<file path="src/rtl/mafe_defines.svh">
`ifndef MAFE_DEFINES_SVH
`define MAFE_DEFINES_SVH

// Bus offsets (byte addresses)
`define MAFE_OFF_PROG       8'h00
`define MAFE_OFF_POLICY     8'h04
`define MAFE_OFF_STATUS     8'h08

// Programming byte layout
`define MAFE_B7_POS         7
`define MAFE_SEL_MSB        6
`define MAFE_SEL_LSB        4
`define MAFE_DAT_MSB        3
`define MAFE_DAT_LSB        0

// Register select codes
`define MAFE_SEL_RXGF       3'h5
`define MAFE_SEL_TXPATH     3'h4
`define MAFE_SEL_DET        3'h6
`define MAFE_SEL_RXCH       3'h7

// Bit 7 policy codes
`define MAFE_P_ANY          2'h0
`define MAFE_P_ZERO         2'h1
`define MAFE_P_ONE          2'h2

// Reset values
`define MAFE_RST_RXGF       4'h1
`define MAFE_RST_TXPATH     4'h0
`define MAFE_RST_DET        4'h0
`define MAFE_RST_RXCH       4'h0
`define MAFE_RST_POLICY     2'h0

// Field codes
`define MAFE_GAIN_LOOP      2'h3
`define MAFE_TX_HIGH        4'h4
`define MAFE_TX_LOW         4'h8

// Status word field positions
`define MAFE_ST_RXGF_LSB    0
`define MAFE_ST_TX_LSB      4
`define MAFE_ST_DET_LSB     8
`define MAFE_ST_RXCH_LSB    12
`define MAFE_ST_TONE_POS    16
`define MAFE_ST_NARROW_POS  17
`define MAFE_ST_REJ_POS     18

`endif

</file>
<file path="src/rtl/mafe_pkg.sv">
package mafe_pkg;
  typedef logic [3:0] mafe_nib_t;
  typedef logic [2:0] mafe_sel_t;
  typedef logic [1:0] mafe_pol_t;
endpackage

</file>
<file path="src/rtl/mafe_cfg_regs.sv">
// Operation
// Bits 6:4 select register (101 gain, 100 tx, 110 detect, 111 channel); load bits 3:0.
// Bit 7 must match policy: one, zero or don't-care; mismatched bytes are dropped.
// Gain 00=0dB, 01=+6dB default, 10=+12dB, 11=0dB with same band and loopback.
// Bit 2 set disables receive filter; bit 3 disconnects it and disables offset.
// Host keeps peak line level plus gain at most +3 dBm at filter input.
// Tx code 0 sends modem/tone; codes 1-3 route auxiliary input via a filter.
// Tx code 0100 in tone dialing sends only the high-group tone.
// Tx code 1000 in tone dialing sends only the low-group tone.
// Detect bits 2:0 set threshold -43..-29 dBm; bit 3 picks 3 or 3.5 dB.
// Channel bit 1 picks wide band (0, default) or narrow band (1).
// Channel bit 0 at 0 enables carrier detector delay, at 1 disables it.
// Active tone detection forces wide receive band whatever the channel register.
// Leaving tone detection restores the stored channel value, never overwritten.
//
// The placing of the registers and register access over AHB-Lite were chosen for this implementation.
`include "mafe_defines.svh"
`timescale 1ns/1ns
`default_nettype none

module mafe_cfg_regs (
  // Clock and reset
  input  wire logic                  sys_clk,
  input  wire logic                  sys_rst,
  // AHB-Lite slave
  input  wire logic                  hsel,
  input  wire logic [7:0]            haddr,
  input  wire logic [1:0]            htrans,
  input  wire logic                  hwrite,
  input  wire logic [2:0]            hsize,
  input  wire logic [31:0]           hwdata,
  input  wire logic                  hready,
  output logic                       hreadyout,
  output logic                       hresp,
  output logic [31:0]                hrdata,
  // Mode pins
  input  wire logic                  modem_or_tone_select,
  input  wire logic                  clock_source_select,
  input  wire logic                  rts_req,
  // Analog path controls
  output logic [1:0]                 rx_gain_code,
  output logic                       rx_loopback,
  output logic                       rx_filter_disable,
  output logic                       rx_filter_disconnect,
  output logic                       tx_modem_tone,
  output logic [1:0]                 tx_aux_filter,
  output logic                       tx_high_tone_only,
  output logic                       tx_low_tone_only,
  output logic [2:0]                 low_detect_threshold,
  output logic                       det_hyst_wide,
  output logic                       rx_narrow_band,
  output logic                       cld_delay_disable
);
  import mafe_pkg::*;

  mafe_nib_t rxgf_r;
  mafe_nib_t txp_r;
  mafe_nib_t det_r;
  mafe_nib_t rxch_r;
  mafe_pol_t pol_r;
  logic      rej_r;
  logic      wr_pend_r;
  logic [7:0] addr_r;
  logic [1:0] mod_s_r;
  logic [1:0] clk_s_r;
  logic [1:0] rts_s_r;

  function automatic logic b7_ok(input mafe_pol_t p, input logic b);
    b7_ok = (p == `MAFE_P_ONE)  ? b :
            (p == `MAFE_P_ZERO) ? !b : 1'b1;
  endfunction

  function automatic logic adr_hit(input logic [7:0] a, input logic [7:0] off);
    adr_hit = (a == off);
  endfunction

  wire        a_phase    = hsel && htrans[1] && hready;
  wire        wr_prog    = wr_pend_r && adr_hit(addr_r, `MAFE_OFF_PROG);
  wire        wr_pol     = wr_pend_r && adr_hit(addr_r, `MAFE_OFF_POLICY);
  wire        wr_stat    = wr_pend_r && adr_hit(addr_r, `MAFE_OFF_STATUS);
  wire [7:0]  pbyte      = hwdata[7:0];
  wire        b7_match   = b7_ok(pol_r, pbyte[`MAFE_B7_POS]);
  wire        prog_ok    = wr_prog && b7_match;
  wire        prog_bad   = wr_prog && !b7_match;
  wire mafe_sel_t sel    = pbyte[`MAFE_SEL_MSB:`MAFE_SEL_LSB];
  wire mafe_nib_t pdat   = pbyte[`MAFE_DAT_MSB:`MAFE_DAT_LSB];
  wire        ld_rxgf    = prog_ok && (sel == `MAFE_SEL_RXGF);
  wire        ld_txp     = prog_ok && (sel == `MAFE_SEL_TXPATH);
  wire        ld_det     = prog_ok && (sel == `MAFE_SEL_DET);
  wire        ld_rxch    = prog_ok && (sel == `MAFE_SEL_RXCH);
  // Tone detection is active with tone select low, clock source high, request high
  wire        tone_det   = !mod_s_r[1] && clk_s_r[1] && rts_s_r[1];
  wire        tone_dial  = !mod_s_r[1];
  wire        narrow_eff = rxch_r[1] && !tone_det;
  wire        rej_nxt    = prog_bad || (rej_r && !(wr_stat && hwdata[`MAFE_ST_REJ_POS]));
  wire [31:0] status_w   = {13'h0000, rej_r, narrow_eff, tone_det,
                            rxch_r, det_r, txp_r, rxgf_r};
  wire [31:0] rd_nxt     = adr_hit(haddr, `MAFE_OFF_PROG)   ? 32'h00000000 :
                           adr_hit(haddr, `MAFE_OFF_POLICY) ? {30'h00000000, pol_r} :
                           adr_hit(haddr, `MAFE_OFF_STATUS) ? status_w : 32'h00000000;

  // Pin synchronisers, stage 0 read only by stage 1
  always_ff @(posedge sys_clk) begin
    if (sys_rst) begin
      mod_s_r <= 2'h0;
      clk_s_r <= 2'h0;
      rts_s_r <= 2'h0;
    end else begin
      mod_s_r <= {mod_s_r[0], modem_or_tone_select};
      clk_s_r <= {clk_s_r[0], clock_source_select};
      rts_s_r <= {rts_s_r[0], rts_req};
    end
  end

  // Bus slave: zero wait states, always OKAY
  always_ff @(posedge sys_clk) begin
    if (sys_rst) begin
      wr_pend_r <= 1'b0;
      addr_r    <= 8'h00;
      hrdata    <= 32'h00000000;
      hreadyout <= 1'b1;
      hresp     <= 1'b0;
    end else begin
      wr_pend_r <= a_phase && hwrite;
      addr_r    <= haddr;
      hrdata    <= (a_phase && !hwrite) ? rd_nxt : 32'h00000000;
      hreadyout <= 1'b1;
      hresp     <= 1'b0;
    end
  end

  // Configuration registers; the tone override never writes the channel store
  always_ff @(posedge sys_clk) begin
    if (sys_rst) begin
      rxgf_r <= `MAFE_RST_RXGF;
      txp_r  <= `MAFE_RST_TXPATH;
      det_r  <= `MAFE_RST_DET;
      rxch_r <= `MAFE_RST_RXCH;
      pol_r  <= `MAFE_RST_POLICY;
      rej_r  <= 1'b0;
    end else begin
      if (ld_rxgf) begin
        rxgf_r <= pdat;
      end
      if (ld_txp) begin
        txp_r <= pdat;
      end
      if (ld_det) begin
        det_r <= pdat;
      end
      if (ld_rxch) begin
        rxch_r <= pdat;
      end
      if (wr_pol) begin
        pol_r <= hwdata[1:0];
      end
      rej_r <= rej_nxt;
    end
  end

  // Decoded path controls
  always_ff @(posedge sys_clk) begin
    if (sys_rst) begin
      rx_gain_code         <= 2'h1;
      rx_loopback          <= 1'b0;
      rx_filter_disable    <= 1'b0;
      rx_filter_disconnect <= 1'b0;
      tx_modem_tone        <= 1'b1;
      tx_aux_filter        <= 2'h0;
      tx_high_tone_only    <= 1'b0;
      tx_low_tone_only     <= 1'b0;
      low_detect_threshold <= 3'h0;
      det_hyst_wide        <= 1'b0;
      rx_narrow_band       <= 1'b0;
      cld_delay_disable    <= 1'b0;
    end else begin
      // Loopback code gives 0 dB gain
      rx_gain_code         <= (rxgf_r[1:0] == `MAFE_GAIN_LOOP) ? 2'h0 : rxgf_r[1:0];
      rx_loopback          <= (rxgf_r[1:0] == `MAFE_GAIN_LOOP);
      rx_filter_disable    <= rxgf_r[2];
      rx_filter_disconnect <= rxgf_r[3];
      tx_modem_tone        <= (txp_r == `MAFE_RST_TXPATH);
      tx_aux_filter        <= (txp_r[3:2] == 2'h0) ? txp_r[1:0] : 2'h0;
      tx_high_tone_only    <= tone_dial && (txp_r == `MAFE_TX_HIGH);
      tx_low_tone_only     <= tone_dial && (txp_r == `MAFE_TX_LOW);
      low_detect_threshold <= det_r[2:0];
      det_hyst_wide        <= det_r[3];
      rx_narrow_band       <= narrow_eff;
      cld_delay_disable    <= rxch_r[0];
    end
  end
endmodule

`default_nettype wire

</file>
<file path="config.mk">
export PLATFORM = sky130hd
export DESIGN_NAME = mafe_cfg_regs
export DESIGN_NICKNAME = d
export VERILOG_FILES = /design/src/rtl/mafe_pkg.sv /design/src/rtl/mafe_cfg_regs.sv
export VERILOG_INCLUDE_DIRS = /design/src /design/src/rtl
export SDC_FILE = /design/constraint.sdc
export NUM_CORES = 1
export LEC_CHECK = 0
export ABC_AREA = 1
export BUFFER_PORTS_ARGS = -buffer_cell sky130_fd_sc_hd__buf_2
export CAP_MARGIN = 20
export CORE_ASPECT_RATIO = 2
export CORE_MARGIN = 8
export CORE_UTILIZATION = 47
export DETAILED_ROUTE_END_ITERATION = 16
export GPL_ROUTABILITY_DRIVEN = 0
export PLACE_DENSITY = 0.86
export SLEW_MARGIN = 20
export SYNTH_ARGS = -nofsm -noshare
export SYNTH_HDL_FRONTEND = slang
export SYNTH_SLANG_ARGS = --single-unit
</file>
<file path="constraint.sdc">
create_clock -name sys_clk -period 1.5 [get_ports sys_clk]
set_input_delay 0.3 -clock sys_clk [delete_from_list [all_inputs] [get_ports sys_clk]]
set_output_delay 0.3 -clock sys_clk [all_outputs]
set_load 0.01 [all_outputs]
</file>
==> results of run 1 <==
==> layer usage <==
layer / part of all wire, % / wire (um) / track usage [%]
met1: 39 / 1900 / 13.9
met2: 50 / 2430 / 21.8
met3: 8.5 / 414 / 4.54
met4: 2.0 / 98 / 5.81
met5: 0 / 0 / 0
==> sequential cells by signal (all words and copies together) (netlist names), 3 cells and up <==
| register | cells |
|---|---|
| addr_r | 8 |
| det_r | 4 |
| hrdata | 19 |
| low_detect_threshold | 3 |
| rxch_r | 4 |
| rxgf_r | 4 |
| txp_r | 4 |
==> final cells by class <==
type	instances	area share, %
flip-flops and latches	69	45.8
clock inverters	1	0.166
multi-input cells	184	30.0
repair buffers	64	10.9
well taps	60	2.49
inverters	41	5.10
clock buffers	15	5.51
==> cell families after synthesis <==
logic type | share of synthesized area (%)
AND/OR/NAND/NOR | 31.7
flip-flops | 54.1
buffers and inverters | 12.3
AO/OA/AOI/OAI | 1.67
other | 0.294
==> cell usage in the layout, fill, tap and decap left out, types with 2 or more instances in the layout <==
cell type	Yosys	routed
dfxtp_1	69	69
clkbuf_1	0	4
buf_4	15	4
o21ai_0	4	4
nor3_4	2	2
nor2_4	2	2
nand4_4	4	4
nand3_1	11	11
nor3_1	4	4
inv_2	2	2
nor2_1	81	81
nand2_1	43	43
conb_1	2	15
a21oi_1	3	3
buf_2	1	60
inv_1	38	38
nand2_4	2	2
nand4_1	3	3
clkbuf_8	0	11
nor2_2	4	4
==> final timing paths <==
kind                             start         end  slack, ps  cells after the start
setup / recovery              pol_r[1]    txp_r[1]        290                      8
hold / removal    modem_or_tone_select  mod_s_r[0]        160                      3
hold reg to reg             clk_s_r[0]  clk_s_r[1]        400                      2
setup reg to reg              pol_r[1]    txp_r[1]        290                      8
==> stage by stage <==
| stage | worst slack, ps | cells | hold WS [ps] | util [%] | power (uW) |
|---|---|---|---|---|---|
| floorplan | 380 | 315 | 388 | - | 2040 |
| global placement | 223 | 418 | 392 | 53.5 | 2080 |
| detailed placement | 148 | 418 | 396 | 53.5 | 2080 |
| CTS | 283 | 434 | 144 | 56.7 | 3390 |
| global route | 152 | 434 | 156 | 56.7 | 3500 |
| finish | 290 | 434 | 163 | 56.7 | 3340 |
==> worst register-to-register path, cell delays in order (launching register included) <==
cell and delay (ps):
dfxtp_1 410, inv_1 60, nand2_1 60, nand2_1 80, nand2_4 140, nand4_4 160, nand2_1 100, nand2_1 50
nor2_1 100
==> power groups by stage <==
stage	logic (uW)	clock network, uW	registers (uW)
3_5_place_dp	176	0	1900
2_1_floorplan	142	0	1900
5_1_grt	196	1440	1860
4_1_cts	176	1350	1860
6_report	176	1310	1860
3_3_place_gp	173	0	1900
==> flow_summary.yaml, run 1 <==
detailed_routing:
  wl_per_cell_um: 11.2
  num_vias: 1933
  drt-total-wl_um: 4850
  dr.pass1.iters: 4
  drt_iter0_markers: 76
  ant_nets: 0
  viasPerCell: 4.45
  remaining_drc_errors: 0
pwr:
  p_leak_uw: 0.00153
  power_switching_uw: 743
  power.internal_uw: 2600
  power_density_nw_per_um2: 1110
  combinationalPowerShare_pct: 5.3
  switching_share_pct: 22.2
  p_clk_share_pct: 39.1
  seqPwrFrac_pct: 55.7
  vdd_drop_max_mv: 0.796
cts:
  clockBufferDepth: 2
  clkTransAtPathRegs_ps: 60
  cts_tree: "built"
  clock_latency_ps: 330
  hold_buffers: 0
  clock-sinks: 69
  h-tree-depth: 3
  cts-resized-gates: 0
  cts-root-buf: "clkbuf_8"
  postCtsSetupBuffers: 0
  cts_made_buffers: 9
synthesis:
  synth_edf_count: 0
  ys_seq_elements: 69
  synth.most_common_cell: "nor2_1"
  synth_seq_area_share_pct: 54.1
  synth.top_cell.area_share_pct: 54.1
  yosysUniqueCellTypes: 27
  yosys.area.top_type: "dfxtp_1"
  synth-main-ff-cell: "dfxtp_1"
  netlist_area_um2: 2550
  syn_inst: 302
  synth.area.top_cells: "dfxtp_1 (54%), nor2_1 (12%), nand2_1 (6.3%)"
  yosys-top-cells-count: "nor2_1 (81), dfxtp_1 (69), nand2_1 (43), inv_1 (38), buf_4 (15)"
  synth_area_per_cell_um2: 8.45
  yosysWarnings: 0
  postSynth.asyncResetShare_pct: 0
sta:
  maxSlewViolCount: 0
  finalSetupViolCount: 0
  rsz0062_at_grt: "no"
  clock_skew_ps: 1.89
  fin_crit_ps: 1210
  finalHoldViolCount: 0
  finalCritPeriodShare_pct: 80.7
  setup_tns_ps: 0
  fmax_mhz: 826
global_routing:
  grt_pass1_vias: 1992
  grt-ovfl-total: 0
  grt_max_degree: 18
  track_usage_pct: 13.0
  antenna_found_initial: 0
  grt_pass1_wl_um: 8270
floorplanning:
  start_util_pct: 47.9
  die_h_um: 120
  die_w_um: 68.1
  num_rows: 38
  pin_count: 103
  die_area_um2: 8190
  core_area_um2: 5330
finish:
  antenna_cells: 0
  fill_cells: 526
  final_cell_area_um2: 3020
  drive_above_1_share_pct: 25.7
  layout.nets: 422
  multi_input_area_um2: 907
  areaGrowthSynthToFinish_pct: 18.3
  seq_area_um2: 1380
setup_path:
  crit_arrival_ps: 1480
  cp_top_family: "simple AND/OR/NAND/NOR gates"
  slowest_delay_ps: 410
  worst_ep_required_time_ps: 1770
  slowest_stage: "dfxtp_1"
  start_kind: "flop"
  worstPathCellList: "inv_1 > nand2_1 > nand2_1 > nand2_4 > nand4_4 > nand2_1 > nand2_1 > nor2_1"
  cp.buffers_inverters: 1
  path_max_fanout: 8
  crit_path_end_kind: "flop"
  worst_path_most_repeated_cell: "nand2_1"
  critical_path_class: "flop to flop"
job:
  drv_cap: 0
placement:
  dp_hpwl_um: 3740
  io_buffer_count: 60
  postPlaceCellArea_um2: 2850
hold_path:
  hp-class: "input port to flop"
status:
  status: "finished, final reports clean"
Note: power is estimated with default switching activity, not from simulation.
==> inputs of run 2 (changes only) <==
--- a/config.mk
+++ b/config.mk
@@ -6,15 +6,15 @@
 export SDC_FILE = /design/constraint.sdc
 export NUM_CORES = 1
 export LEC_CHECK = 0
-export ABC_AREA = 1
+export ABC_AREA = 0
 export BUFFER_PORTS_ARGS = -buffer_cell sky130_fd_sc_hd__buf_2
 export CAP_MARGIN = 20
 export CORE_ASPECT_RATIO = 2
 export CORE_MARGIN = 8
-export CORE_UTILIZATION = 47
+export CORE_UTILIZATION = 42
 export DETAILED_ROUTE_END_ITERATION = 16
 export GPL_ROUTABILITY_DRIVEN = 0
-export PLACE_DENSITY = 0.86
+export PLACE_DENSITY = 0.83
 export SLEW_MARGIN = 20
 export SYNTH_ARGS = -nofsm -noshare
 export SYNTH_HDL_FRONTEND = slang
==> constraint.sdc (replaced) <==
create_clock -name sys_clk -period 1.1 [get_ports sys_clk]
set_input_delay 0.22 -clock sys_clk [delete_from_list [all_inputs] [get_ports sys_clk]]
set_output_delay 0.22 -clock sys_clk [all_outputs]
set_load 0.01 [all_outputs]
==> run 2 against run 1 <==
The run now ends with setup timing left. Sequential share of layout area fell by 0.26 points. Clock skew rose by 3.7 ps. Non-clock buffer count rose by 13. Worst setup slack got worse by 910 ps. Area after synthesis fell by 8.8%. Via count fell by 13%.
==> flow_summary.yaml, run 2 <==
setup_path:
  r2r_end: "rxgf_r[2]"
  rrSetupSlack_ps: -620
  slowest_stage: "or4_4"
  critical_path.endpoint: "rxgf_r[2]"
  slowest_delay_ps: 550
  start_kind: "flop"
  critical_path_class: "flop to flop"
  r2r_cells: 4
  crit_path_end_kind: "flop"
  worst_ep_required_time_ps: 1350
  startpoint: "addr_r[1]"
  crit_arrival_ps: 1970
  rr_startpoint: "addr_r[1]"
  path_max_fanout: 4
  worstPathCellList: "or4_4 > nor4_4 > and4_4 > mux2i_1"
finish:
  areaGrowthSynthToFinish_pct: 30.4
  post-route-util_pct: 56.5
  final_cell_area_um2: 3040
  final_cells: 360
  fill_cells: 481
  antenna_cells: 0
  final_cell_mix: "dfxtp_1 (69), buf_2 (60), nand2_1 (20)"
  regMostFlops: "hrdata"
  final_common_cell: "dfxtp_1"
  layout.nets: 348
  largest_reg_flops: 19
  drive_above_1_share_pct: 34.0
  largestRegisters: "hrdata: 19 flops, addr_r: 8 flops"
floorplanning:
  die_area_um2: 8330
  core_area_um2: 5370
  num_rows: 38
  die_w_um: 68.7
  die_h_um: 121
  start_util_pct: 43.3
  pin_count: 103
cts:
  clock_latency_ps: 330
  cts_tree: "built"
  clockBufferDepth: 2
  cts-root-buf: "clkbuf_8"
  clkTransAtPathRegs_ps: 60
  clock-sinks: 69
  cts_made_buffers: 9
  h-tree-depth: 3
  hold_buffers: 0
synthesis:
  synth_seq_area_share_pct: 59.3
  syn_inst: 215
  yosysWarnings: 0
  yosysUniqueCellTypes: 35
  synth_area_per_cell_um2: 10.8
  postSynth.asyncResetShare_pct: 0
  synth.top_cell.area_share_pct: 59.3
  synth.area.top_cells: "dfxtp_1 (59%), mux2i_1 (7.7%), and2_1 (4.8%)"
  synth_edf_count: 0
  ys_seq_elements: 69
  yosys-top-cells-count: "dfxtp_1 (69), nand2_1 (20), and2_1 (18), mux2i_1 (18), nor2b_1 (17)"
  yosys.area.top_type: "dfxtp_1"
  synth-main-ff-cell: "dfxtp_1"
  netlist_area_um2: 2330
  synth.most_common_cell: "dfxtp_1"
global_routing:
  antenna_found_initial: 0
  grt_pass1_wl_um: 8090
  grt_pass1_vias: 1865
  track_usage_pct: 12.9
  grt-ovfl-total: 0
  grt_max_degree: 23
status:
  status: "finished with violations"
  violations: "setup timing"
detailed_routing:
  top_layer: "met4"
  drt_iter0_markers: 60
  remaining_drc_errors: 0
  dr.pass1.iters: 4
  viasPerCell: 4.68
  dr_wl_met2_um: 2780
  num_vias: 1685
  wl_met1_um: 1670
  drt-total-wl_um: 4920
  routed-wl-met3_um: 353
  ant_nets: 0
  wl_per_cell_um: 13.7
sta:
  finalSetupViolCount: 19
  finalHoldViolCount: 0
  fmax_mhz: 581
  clock_skew_ps: 5.57
  fin_crit_ps: 1720
  rsz0062_at_grt: "yes"
  maxSlewViolCount: 0
  setup_ws_ps: -622
  finalCritPeriodShare_pct: 157
placement:
  post-place-ws_ps: -639
  postPlaceCellArea_um2: 2750
  placed_cells: 343
  dp_hpwl_um: 3900
  io_buffer_count: 60
job:
  drv_cap: 0
pwr:
  p_leak_uw: 0.00155
  vdd_drop_max_mv: 1.11
  power_density_nw_per_um2: 1670
hold_path:
  hp-class: "input port to flop"
run 2: cell count changes in the layout (fill, tap and decap cells not counted), sizes merged, moves of 4 or more:
| cell | previous run | this run |
|---|---|---|
| nand2 | 46 | 20 |
| nor2b | 0 | 17 |
| nand4 | 7 | 1 |
| buf | 64 | 77 |
| nor2 | 88 | 9 |
| inv | 40 | 9 |
| nor3 | 7 | 3 |
| nand3 | 12 | 1 |
| and2 | 0 | 18 |
| mux2i | 0 | 18 |
run 2: how the worst min path moves through the flow:
stage	start	to	slack [ps]	cells past startpoint
floorplan	haddr[2]	hrdata[16]	300	1
global placement	mod_s_r[0]	mod_s_r[1]	420	1
detailed placement	clk_s_r[0]	clk_s_r[1]	430	1
CTS	rts_req	rts_s_r[0]	90	2
global route	hwrite	wr_pend_r	100	2
finish	rts_req	rts_s_r[0]	100	2
run 2: cells by family after synthesis:
kind of cell / Yosys count / synth area share [%]
AND/OR/NAND/NOR: 88 / 22.7
flip-flops: 69 / 59.3
buffers and inverters: 30 / 7.31
multiplexers: 18 / 7.74
AO/OA/AOI/OAI: 8 / 2.58
other: 2 / 0.323
run 2: critical path: cells and delay by family, from the launching register on:
kind / cells / cell delay, ps
flops: 1 / 300
mux: 1 / 220
simple gates: 3 / 1130
run 2: repair_timing:
action	CTS	global route
resized for setup	6	2
pin swaps	3	7
gates cloned	0	0
setup endpoints to repair	19	29
buffers inserted	0	1
run 2: area by class of cell:
type	instances	area (um^2)	area share, %
inverters	9	33.8	1.11
clock inverters	3	65.1	2.14
flip-flops and latches	69	1380	45.5
repair buffers	77	435	14.3
multi-input cells	129	867	28.6
well taps	60	75.1	2.47
clock buffers	13	179	5.89
run 2: report_power, final:
part           leakage [uW]  internal (uW)  total, uW  switching [uW]
logic              0.000867           84.3        195             111
clock network      0.000126           1520       2350             833
registers          0.000559           2530       2540            12.5
total               0.00155           4130       5090             956
run 2: stage by stage:
step	total power (uW)	setup TNS, ps	hold WS [ps]
2_1_floorplan	2730	-11870	297
3_3_place_gp	2780	-15570	425
3_5_place_dp	2780	-16340	429
4_1_cts	5150	-10690	86.9
5_1_grt	5290	-12290	96.5
6_report	5090	-10960	103
run 2: routing by layer:
layer / vias up / global-route usage, %
li1: 838 / -
met1: 777 / 11.5
met2: 63 / 23.1
met3: 7 / 4.44
met4: 0 / 8.00
met5: - / 0
